$ cat src/rtl/cfm_pkg.sv
// Package for the cache flush and memory fence unit.
// Assumes a single core clock domain; shared by the unit and its bench.
package cfm_pkg;

    // ------------------------------------------------------------------
    // Operation codes and widths
    // ------------------------------------------------------------------
    localparam int ADDR_W     = 32;
    localparam int VEC_W      = 128;
    localparam int GPR_W      = 32;
    localparam int MASK_W     = VEC_W / 8;
    localparam int CNT_W      = 4;
    localparam int FEAT_BIT   = 19;                 // Line flush feature flag position.
    localparam logic [7:0] ID_LEAF_FEATURES = 8'h01;
    localparam int PAUSE_CYCLES = 8;                // Hold time of a spin-wait pause.

    typedef enum logic [3:0] {
        CFM_OP_NONE       = 4'h0,
        CFM_OP_LOAD       = 4'h1,
        CFM_OP_STORE      = 4'h2,
        CFM_OP_FLUSH      = 4'h3,
        CFM_OP_NT_VEC_INT = 4'h4,
        CFM_OP_NT_VEC_DBL = 4'h5,
        CFM_OP_NT_GPR     = 4'h6,
        CFM_OP_NT_MASKED  = 4'h7,
        CFM_OP_LOAD_BAR   = 4'h8,
        CFM_OP_FULL_BAR   = 4'h9,
        CFM_OP_STORE_BAR  = 4'ha,
        CFM_OP_PAUSE      = 4'hb
    } cfm_op_t;

    // Request from the pipeline.
    typedef struct packed {
        cfm_op_t              op;
        logic [ADDR_W-1:0]    addr;
        logic [VEC_W-1:0]     data;
        logic [MASK_W-1:0]    mask;
    } cfm_req_t;

    // Request to the memory side.
    typedef struct packed {
        logic                 is_load;
        logic                 is_flush;   // Write back then invalidate all levels.
        logic                 broadcast;  // Invalidate snooped to every coherent agent.
        logic                 no_alloc;   // Non-temporal: bypass all cache levels.
        logic [ADDR_W-1:0]    addr;
        logic [VEC_W-1:0]     data;
        logic [MASK_W-1:0]    byte_en;
    } cfm_mem_req_t;

endpackage : cfm_pkg

$ cat src/rtl/cfm_unit.sv
// Cache flush, non-temporal store, fence and pause unit.
// Assumes the memory side answers each load and each store/flush with one
// completion pulse once the access is globally observable.
`timescale 1ns/1ps
`default_nettype none

// Functional notes
// - A line flush writes back dirty data of the addressed line and invalidates it at all levels.
// - The invalidation of a line flush is broadcast to every agent of the coherency domain.
// - The feature word returned for leaf 01H has bit 19 set to show the line flush exists.
// - Every non-temporal store goes to memory without allocating in any cache level.
// - The non-temporal vector integer store writes all 128 bits of the vector register.
// - The non-temporal vector double store writes the packed doubles of the vector register.
// - The non-temporal word store writes the general register value.
// - The masked byte store writes only mask-selected bytes, at any alignment, non-temporally.
// - A load barrier lets no later load issue until all earlier loads have completed.
// - A full barrier lets no later access start until all earlier ones are observable.
// - A pause holds issue for a short while to ease spin-wait exit and save power.
module cfm_unit
    import cfm_pkg::*;
#(
    parameter int PAUSE_LEN = PAUSE_CYCLES
) (
    // Clock and reset
    input  wire logic              clock,
    input  wire logic              rst_b,
    // Pipeline request
    input  wire logic              req_valid,
    input  wire cfm_req_t          req,
    output logic                   req_ready,
    output logic                   retire_pulse,
    // Identification query
    input  wire logic              id_query,
    input  wire logic [7:0]        id_leaf,
    output logic [31:0]            id_edx,
    // Memory side
    output logic                   mem_valid,
    output cfm_mem_req_t           mem_req,
    input  wire logic              mem_ready,
    input  wire logic              mem_load_done,
    input  wire logic              mem_store_done,
    // Status
    output logic                   pause_active
);

    // ------------------------------------------------------------------
    // Elaboration checks
    // ------------------------------------------------------------------
    // The pause timer is eight bits wide and a zero length would never hold issue.
    if (PAUSE_LEN < 1 || PAUSE_LEN > 255) begin : g_bad_pause_len
        $error("PAUSE_LEN must be 1..255");
    end

    // ------------------------------------------------------------------
    // Decode
    // ------------------------------------------------------------------
    logic [CNT_W-1:0] loads_out_reg;
    logic [CNT_W-1:0] stores_out_reg;
    logic [7:0]       pause_cnt_reg;
    logic             mem_valid_reg;
    cfm_mem_req_t     mem_req_reg;
    logic             req_ready_reg;
    logic             retire_reg;
    logic [31:0]      id_edx_reg;
    logic             pause_reg;

    wire logic is_load   = req.op == CFM_OP_LOAD;
    wire logic is_flush  = req.op == CFM_OP_FLUSH;
    wire logic is_nt     = req.op inside {CFM_OP_NT_VEC_INT, CFM_OP_NT_VEC_DBL,
                                          CFM_OP_NT_GPR, CFM_OP_NT_MASKED};
    wire logic is_store  = req.op == CFM_OP_STORE || is_nt || is_flush;
    wire logic is_lbar   = req.op == CFM_OP_LOAD_BAR;
    wire logic is_fbar   = req.op == CFM_OP_FULL_BAR;
    wire logic is_sbar   = req.op == CFM_OP_STORE_BAR;
    wire logic is_pause  = req.op == CFM_OP_PAUSE;
    wire logic is_mem    = is_load || is_store;

    // Drained status of the scoreboard, free request slot and running pause timer.
    wire logic loads_idle  = loads_out_reg == '0;
    wire logic stores_idle = stores_out_reg == '0;
    wire logic slot_free   = !mem_valid_reg || mem_ready;
    wire logic pausing     = pause_cnt_reg != 8'h00;

    // Barrier hold: the barrier itself waits until its earlier accesses drain.
    wire logic bar_hold = (is_lbar && !(loads_idle && slot_free && !mem_valid_reg))
                       || ((is_fbar || is_sbar)
                           && !(loads_idle && stores_idle && !mem_valid_reg));
    // Counter saturation stalls further issue instead of wrapping.
    wire logic cnt_full = (is_load && loads_out_reg == '1)
                       || (is_store && stores_out_reg == '1);

    wire logic take = req_valid && req_ready_reg && !pausing && !bar_hold
                   && !cnt_full && (!is_mem || slot_free);

    // ------------------------------------------------------------------
    // Byte enables and data shaping per store kind
    // ------------------------------------------------------------------
    logic [MASK_W-1:0] be_sel;
    logic [VEC_W-1:0]  data_sel;
    always_comb begin
        be_sel   = '1;
        data_sel = req.data;
        unique case (req.op)
            CFM_OP_NT_VEC_INT: be_sel = '1;
            CFM_OP_NT_VEC_DBL: be_sel = '1;
            CFM_OP_NT_GPR: begin
                be_sel   = MASK_W'({(GPR_W/8){1'b1}});
                data_sel = {{(VEC_W-GPR_W){1'b0}}, req.data[GPR_W-1:0]};
            end
            CFM_OP_NT_MASKED:  be_sel = req.mask;
            CFM_OP_LOAD, CFM_OP_FLUSH: be_sel = '0;
            default:           be_sel = '1;
        endcase
    end

    // ------------------------------------------------------------------
    // Memory request register
    // ------------------------------------------------------------------
    always_ff @(posedge clock) begin
        if (!rst_b) begin
            mem_valid_reg <= 1'b0;
            mem_req_reg   <= '0;
        end else if (take && is_mem) begin
            mem_valid_reg         <= 1'b1;
            mem_req_reg.is_load   <= is_load;
            mem_req_reg.is_flush  <= is_flush;
            mem_req_reg.broadcast <= is_flush;
            mem_req_reg.no_alloc  <= is_nt;
            mem_req_reg.addr      <= req.addr;                       // Unaligned allowed.
            mem_req_reg.data      <= data_sel;
            mem_req_reg.byte_en   <= be_sel;
        end else if (mem_ready) begin
            mem_valid_reg <= 1'b0;
        end
    end

    // ------------------------------------------------------------------
    // Outstanding-access scoreboard
    // ------------------------------------------------------------------
    // A request is counted at acceptance so a barrier sees it at once.
    wire logic ld_inc = take && is_load;
    wire logic st_inc = take && is_store;
    always_ff @(posedge clock) begin
        if (!rst_b) begin
            loads_out_reg  <= '0;
            stores_out_reg <= '0;
        end else begin
            loads_out_reg  <= loads_out_reg + CNT_W'(ld_inc) - CNT_W'(mem_load_done);
            stores_out_reg <= stores_out_reg + CNT_W'(st_inc) - CNT_W'(mem_store_done);
        end
    end

    // ------------------------------------------------------------------
    // Pause timer
    // ------------------------------------------------------------------
    // Holding issue idle saves pipeline power and avoids memory-order
    // replays when the spun-on location finally changes.
    always_ff @(posedge clock) begin
        if (!rst_b) begin
            pause_cnt_reg <= 8'h00;
            pause_reg     <= 1'b0;
        end else if (take && is_pause) begin
            pause_cnt_reg <= 8'(PAUSE_LEN);
            pause_reg     <= 1'b1;
        end else if (pausing) begin
            pause_cnt_reg <= pause_cnt_reg - 8'h01;
            pause_reg     <= pause_cnt_reg != 8'h01;
        end
    end

    // ------------------------------------------------------------------
    // Handshake, retirement and identification
    // ------------------------------------------------------------------
    always_ff @(posedge clock) begin
        if (!rst_b) begin
            req_ready_reg <= 1'b0;
            retire_reg    <= 1'b0;
            id_edx_reg    <= 32'h0000_0000;
        end else begin
            req_ready_reg <= 1'b1;
            retire_reg    <= take;
            if (id_query) begin
                id_edx_reg <= (id_leaf == ID_LEAF_FEATURES) ?
                              (32'h0000_0001 << FEAT_BIT) : 32'h0000_0000;
            end
        end
    end

    // Outputs straight from flip-flops.
    assign req_ready    = req_ready_reg;
    assign retire_pulse = retire_reg;
    assign mem_valid    = mem_valid_reg;
    assign mem_req      = mem_req_reg;
    assign id_edx       = id_edx_reg;
    assign pause_active = pause_reg;

endmodule : cfm_unit

`default_nettype wire

$ cat config.mk
export PLATFORM = sky130hd
export DESIGN_NAME = cfm_unit
export DESIGN_NICKNAME = d
export VERILOG_FILES = /design/src/rtl/cfm_pkg.sv /design/src/rtl/cfm_unit.sv
export SDC_FILE = /design/constraint.sdc
export NUM_CORES = 1
export LEC_CHECK = 0
export ABC_AREA = 1
export BUFFER_PORTS_ARGS = -buffer_cell sky130_fd_sc_hd__buf_2
export CAP_MARGIN = 20
export CORE_AREA = 3 3 159 161
export DETAILED_ROUTE_END_ITERATION = 16
export DIE_AREA = 0 0 162 164
export PLACE_DENSITY = 0.7
export SYNTH_ARGS = -nofsm -noshare
export SYNTH_HDL_FRONTEND = slang
export SYNTH_SLANG_ARGS = --single-unit
$ cat constraint.sdc
create_clock -name clock -period 4.7 [get_ports clock]
set_input_delay 0.47 -clock clock [delete_from_list [all_inputs] [get_ports clock]]
set_output_delay 0.47 -clock clock [all_outputs]
set_load 0.01 [all_outputs]
* Word level (Yosys, flattened, before mapping)
Index checks and enable logic that the tools add are counted.
** Operators by class
- $add $sub $neg :: 5
- Equal/unequal tests :: 15
- Mux-type cells :: 10
- Bitwise operators :: 1
- Reductions and logical operators :: 40
** Operator list (count)
- $mux 128 :: 1
- $pmux 16 s3 :: 1
- $eq 4x4->1 const B :: 6
- $mux 20 :: 1
- $logic_and 1x1->1 :: 17
- $eq 4x3->1 const B :: 4
- $add 4x1->4 :: 2
- $eq 4x2->1 const B :: 2
- $eq 8x1->1 const B :: 1
- $logic_not 4->1 :: 2
- $logic_or 1x1->1 :: 8
- $mux 4 :: 2
- $ne 8x1->1 const B :: 1
- $reduce_bool 8->1 :: 1
- $sub 4x1->4 :: 2
- $sub 8x1->8 const B :: 1
- $logic_not 1->1 :: 7
- $mux 1 :: 5
- $eq 4x1->1 const B :: 1
- $reduce_bool 2->1 :: 2
- $reduce_bool 4->1 :: 1
- $reduce_or 2->1 :: 2
- $not 1->1 :: 1
** Storage, ports and cells
- Register bits after elaboration :: 231
- Input port bits :: 195
- Output and inout bits :: 216
- Logic and storage cells :: 86

* Depth between registers and ports, before layout
- Depth after elaboration :: 14
- Gate-level depth with buffers :: 18
- Depth with buffers taken out :: 18

* Worst setup path before layout
Ideal clock, no wire load.
- Kind :: input -> register
- From :: input req[177] in the netlist's numbering
- To :: register stores_out_reg[2]
- Library setup time :: 0.120 ns
- Data arrival time :: 2.351 ns
- Required time :: 4.580 ns
- Setup slack :: 2.229 ns
- Stages :: 13
- Path buffers :: 3
- Cells stage by stage :: buf_2 -> o21ai_1 -> inv_1 -> buf_2 -> clkbuf_1 -> nand2_1 -> ha_1 -> inv_1 -> ha_1 -> inv_1 -> fa_1 -> xor2_1 -> nor2_1
** On the way
- Word-level cells in the longest chain between the ends :: 12
- Elaborated cells between the ends (all ways) :: 31
- Those cells by class :: 2 x add/sub; 10 x eq/ne; 19 x reduce/logical
** RTL lines
- start, declared :: RTL line cfm_unit.sv:29 : input wire cfm_req_t req,
- $eq 4x3->1 :: RTL line cfm_unit.sv:69 : wire logic is_nt = req.op inside {CFM_OP_NT_VEC_INT, CFM_OP_NT_VEC_DBL,
- $reduce_bool 4->1 :: RTL line cfm_unit.sv:69
- $logic_or 1x1->1 (2 in series) :: RTL line cfm_unit.sv:71 : wire logic is_store = req.op == CFM_OP_STORE || is_nt || is_flush;
- $logic_and 1x1->1 :: RTL line cfm_unit.sv:90 : || (is_store && stores_out_reg == '1);
- $logic_or 1x1->1 :: RTL line cfm_unit.sv:90
- $logic_not 1->1 :: RTL line cfm_unit.sv:93 : && !cnt_full && (!is_mem || slot_free);
- $logic_and 1x1->1 (2 in series) :: RTL line cfm_unit.sv:93
- $logic_and 1x1->1 * :: RTL line cfm_unit.sv:142 : wire logic st_inc = take && is_store;
- $add 4x1->4 * :: RTL line cfm_unit.sv:149 : stores_out_reg <= stores_out_reg + CNT_W'(st_inc) - CNT_W'(mem_store_done);
- $sub 4x1->4 * :: RTL line cfm_unit.sv:149
- end signal, assigned :: RTL line cfm_unit.sv:149
- end, declared :: RTL line cfm_unit.sv:58 : logic [CNT_W-1:0] stores_out_reg;
Every way passes the cells marked *; elsewhere a longest branch is shown, timed or not.
A chain may end at the register's enable or synchronous reset.

* Worst setup path after layout
- From :: input req[177] in the netlist's numbering
- To :: register mem_valid_reg (netlist: mem_valid)
** On the way
- Word-level cells in the longest chain between the ends :: 11
- Elaborated cells between the ends (all ways) :: 31
- Those cells by class :: 10 x eq/ne; 1 x mux; 20 x reduce/logical
** RTL lines
- $eq 4x3->1 :: RTL line cfm_unit.sv:69
- $reduce_bool 4->1 :: RTL line cfm_unit.sv:69
- $logic_or 1x1->1 (2 in series) :: RTL line cfm_unit.sv:71
- $logic_and 1x1->1 :: RTL line cfm_unit.sv:90
- $logic_or 1x1->1 :: RTL line cfm_unit.sv:90
- $logic_not 1->1 :: RTL line cfm_unit.sv:93
- $logic_and 1x1->1 (2 in series) :: RTL line cfm_unit.sv:93
- $logic_and 1x1->1 * :: RTL line cfm_unit.sv:123 : end else if (take && is_mem) begin
- $mux 1 or $reduce_bool 2->1 (tied branches)
- end signal, assigned :: RTL line cfm_unit.sv:121 : mem_valid_reg <= 1'b0;
- end signal, assigned :: RTL line cfm_unit.sv:124 : mem_valid_reg <= 1'b1;
- end signal, assigned :: RTL line cfm_unit.sv:133 : mem_valid_reg <= 1'b0;
- end, declared :: RTL line cfm_unit.sv:60 : logic mem_valid_reg;
Marked as above.

==> flow_summary.rst <==
.. list-table::
   :header-rows: 1

   * - Metric
     - Value
   * - Outcome
     - finished, final reports clean
   * - Final sum of negative setup slack
     - 0 ns
   * - Area share of the largest cell type after synthesis
     - 39.93%
   * - Startpoint class of the critical path
     - input port
   * - Most numerous cell types in the synthesized netlist
     - sky130_fd_sc_hd__nand2_1 (450), sky130_fd_sc_hd__nor2_1 (403), sky130_fd_sc_hd__inv_1 (320), sky130_fd_sc_hd__dfxtp_1 (200)
   * - Number of storage elements in the synthesis netlist
     - 200
   * - Number of flip-flops in the largest register
     - 179
   * - Post-route clock period utilization
     - 54.12%
   * - Later-pin clock latency in the skew report
     - 0.43 ns
   * - Tightest Pin Transition
     - 1.031 ns
   * - WP data arrival
     - 2.87 ns
   * - Number of enable flip-flop cells after synthesis
     - 0
   * - Critical path class
     - input port to flop
   * - Met2 usage in global routing
     - 33.66%
   * - Layout net count
     - 2142
   * - Unrepaired setup endpoints after global routing
     - false
   * - PortBufs
     - 379
   * - Remaining antenna violation count after routing
     - 0
   * - Relative slew slack
     - 31.24%
   * - Total of max-cap violations
     - 0
   * - Vias in the first global route
     - 8708
   * - Peak supply drop
     - 0.0002749 V
   * - Cell at the root of the clock tree
     - sky130_fd_sc_hd__clkbuf_16
   * - Avg Synthesized Cell Area
     - 6.237 um2
   * - Cell types with the largest area share after synthesis
     - sky130_fd_sc_hd__dfxtp_1 (40%), sky130_fd_sc_hd__nand2_1 (17%), sky130_fd_sc_hd__nor2_1 (15%)
   * - Synthesis warning total
     - 0
   * - Avg Vias per Cell
     - 4.299
   * - DRC violation count after routing
     - 0
   * - Die Footprint
     - 0.02657 mm2
   * - Maximum clock frequency
     - 0.3931 GHz
   * - Period minus WS final
     - 2.544 ns
   * - Total via count after detailed routing
     - 9754
   * - Maximum fanout along the worst path
     - 89
   * - Clock tree from TritonCTS
     - done
   * - Post-synthesis to final-layout area growth
     - 23.77%
   * - Hold-fix buffers at CTS
     - 0
   * - Routed length per placed instance
     - 12.16 um
   * - Async set or reset register ratio after synthesis
     - 0%
   * - Remaining Overflow, GRT
     - 0
   * - Top FF cell, synth
     - sky130_fd_sc_hd__dfxtp_1
   * - Cell accounting for the most synthesized area
     - sky130_fd_sc_hd__dfxtp_1
   * - Pleak
     - 7.595 nW
   * - Placed inst area
     - 0.01184 mm2
   * - Non-filler instance count after layout
     - 2269
   * - Most repeated cell in the gate-level netlist after synthesis
     - sky130_fd_sc_hd__nand2_1
   * - Unique cell type count in the Yosys netlist
     - 29
   * - Buffer count from post-CTS setup fixing
     - 0
   * - Number of DRC markers in iteration 0
     - 643
   * - Final wirelength
     - 27590 um
   * - Core Rows
     - 57
   * - Htree depth
     - 4
   * - Deepest clock path buffer count
     - 2
   * - Fraction of final layout cells sized beyond drive strength 1
     - 21.98%
   * - Number of hold-slack violations in the final timing report
     - 0
   * - Core region area
     - 0.02411 mm2
   * - Global Route met1 Usage
     - 24.17%
   * - Global-route total usage across every layer
     - 19.57%
   * - X dimension of the die
     - 162 um
   * - Worst clock skew
     - 0.01687 ns
   * - Post-CTS Resized
     - 0
   * - Initial antenna violation count
     - 3
   * - Clock sink total
     - 200
   * - Post-route cell area
     - 0.01241 mm2
   * - Floorplan die height
     - 164 um
   * - Starting density of the core
     - 41.60%
   * - GRT met3 Usage
     - 5.221%
   * - Final Setup Violations
     - 0
   * - Sequential fraction of the synthesis area
     - 39.93%
   * - Wire length of the first global-routing pass
     - 42670 um
   * - Max Slew Vio Count
     - 0
   * - Total power divided by cell area
     - 360.0 mW/mm2
   * - Class of the most critical hold timing path
     - input port to flop
   * - Post-placement cell count
     - 2235
   * - Post-detailed-placement half-perimeter wirelength
     - 19850 um
   * - Inserted Clock Buffers
     - 17
   * - Iteration count of the initial detailed-routing pass
     - 5
   * - GR peak layer
     - met2
   * - Required time reported for the critical path endpoint
     - 5.02 ns
   * - Register clock-pin slew on the reported worst setup and hold paths
     - 0.08 ns
   * - Nature of the critical path endpoint
     - flop
   * - Maximum number of pins on one net before global-route repair
     - 200
   * - Placer congestion estimate
     - 0.8080
   * - I/O pin count
     - 411
   * - Instance count of the mapped netlist
     - 1608
   * - Post-synthesis cell area
     - 0.01003 mm2
-- worst paths after layout --
kind,slack [ns],endpoint,depth (start not counted),from
worst min-delay path,0.22,id_edx[19],2,id_query
worst max-delay path,2.16,mem_valid,12,req[177]
worst max register to register,2.16,loads_out_reg[2],16,pause_cnt_reg[0]
worst min register to register,0.48,mem_req[179],2,mem_req[179]
-- placed cells by master, fill, tap and decap left out, types with 2 or more instances in the layout --
| cell type | instances |
|---|---|
| sky130_fd_sc_hd__nand2_1 | 450 |
| sky130_fd_sc_hd__nor2_1 | 402 |
| sky130_fd_sc_hd__buf_2 | 378 |
| sky130_fd_sc_hd__inv_1 | 320 |
| sky130_fd_sc_hd__dfxtp_1 | 200 |
| sky130_fd_sc_hd__o211ai_1 | 43 |
| sky130_fd_sc_hd__conb_1 | 31 |
| sky130_fd_sc_hd__nand3_1 | 18 |
| sky130_fd_sc_hd__clkbuf_16 | 17 |
| sky130_fd_sc_hd__ha_1 | 15 |
| sky130_fd_sc_hd__xor2_1 | 8 |
| sky130_fd_sc_hd__a21oi_1 | 8 |
| sky130_fd_sc_hd__o21ai_0 | 7 |
| sky130_fd_sc_hd__buf_4 | 7 |
| sky130_fd_sc_hd__inv_6 | 6 |
| sky130_fd_sc_hd__nor2_4 | 4 |
| sky130_fd_sc_hd__nor3_1 | 3 |
| sky130_fd_sc_hd__clkinv_8 | 3 |
| sky130_fd_sc_hd__diode_2 | 2 |
| sky130_fd_sc_hd__inv_2 | 2 |
| sky130_fd_sc_hd__nand4_1 | 2 |
| sky130_fd_sc_hd__a211oi_1 | 2 |
| sky130_fd_sc_hd__fa_1 | 2 |
| sky130_fd_sc_hd__clkbuf_1 | 2 |
| sky130_fd_sc_hd__clkinv_4 | 2 |
-- logic make-up (layout without fill, tap and decap cells) --
| group | Yosys count | in the layout | synth area share, % |
|---|---|---|---|
| xor+xnor | 8 | 8 | 0.6987 |
| other cells | 1 | 33 | 0.03739 |
| flops | 200 | 200 | 39.93 |
| fa+ha+maj | 17 | 17 | 2.271 |
| compound gates | 62 | 62 | 4.329 |
| simple gates | 884 | 884 | 33.80 |
| buf+inv | 436 | 741 | 18.94 |
-- per-stage QoR --
| step | total power [mW] | hold slack (ns) | setup slack, ns | utilization [%] |
|---|---|---|---|---|
| after detailed placement | 3.077 | 0.4647 | 1.693 | 49.11 |
| after floorplan | 2.772 | 0.4830 | 2.229 | - |
| after global placement | 3.046 | 0.4500 | 1.660 | 49.11 |
| after CTS | 4.523 | 0.1973 | 2.138 | 51.47 |
| final | 4.468 | 0.2190 | 2.156 | 51.49 |
| after global routing | 4.760 | 0.2129 | 1.899 | 51.48 |
-- metal layers --
metal / vias to the layer above / part of all wire (%)
li1: 5187 / -
met1: 4203 / 43
met2: 320 / 48
met3: 40 / 7.5
met4: 4 / 2.0
met5: - / 0.083
-- worst max-delay path: stages --
cell	delay, ns
sky130_fd_sc_hd__buf_2	0.20
sky130_fd_sc_hd__o21ai_1	0.12
sky130_fd_sc_hd__inv_1	0.08
sky130_fd_sc_hd__buf_4	0.29
sky130_fd_sc_hd__nand2_1	0.13
sky130_fd_sc_hd__nand3_2	0.11
sky130_fd_sc_hd__nor2_4	0.05
sky130_fd_sc_hd__o21ai_4	0.25
sky130_fd_sc_hd__buf_4	0.80
sky130_fd_sc_hd__o21ai_0	0.20
sky130_fd_sc_hd__nand2_1	0.10
sky130_fd_sc_hd__inv_1	0.05
-- layout make-up --
cell class,count,area (um2)
clock buffers,19,432.9
repair buffers,387,1976
diodes,2,5.005
clock inverters,13,135.1
multi-input cells,1002,4245
well taps,324,405.4
inverters,322,1209
fillers,2506,11690
flip-flops and latches,200,4004
-- report_power, final --
part,internal (mW),leakage [nW],switching (mW)
clock,0.709,0.278,0.718
sequential,1.86,1.62,0.0996
combinational,0.422,5.70,0.663
total,2.99,7.59,1.48
No activity file was read; power rests on OpenSTA's default activity.
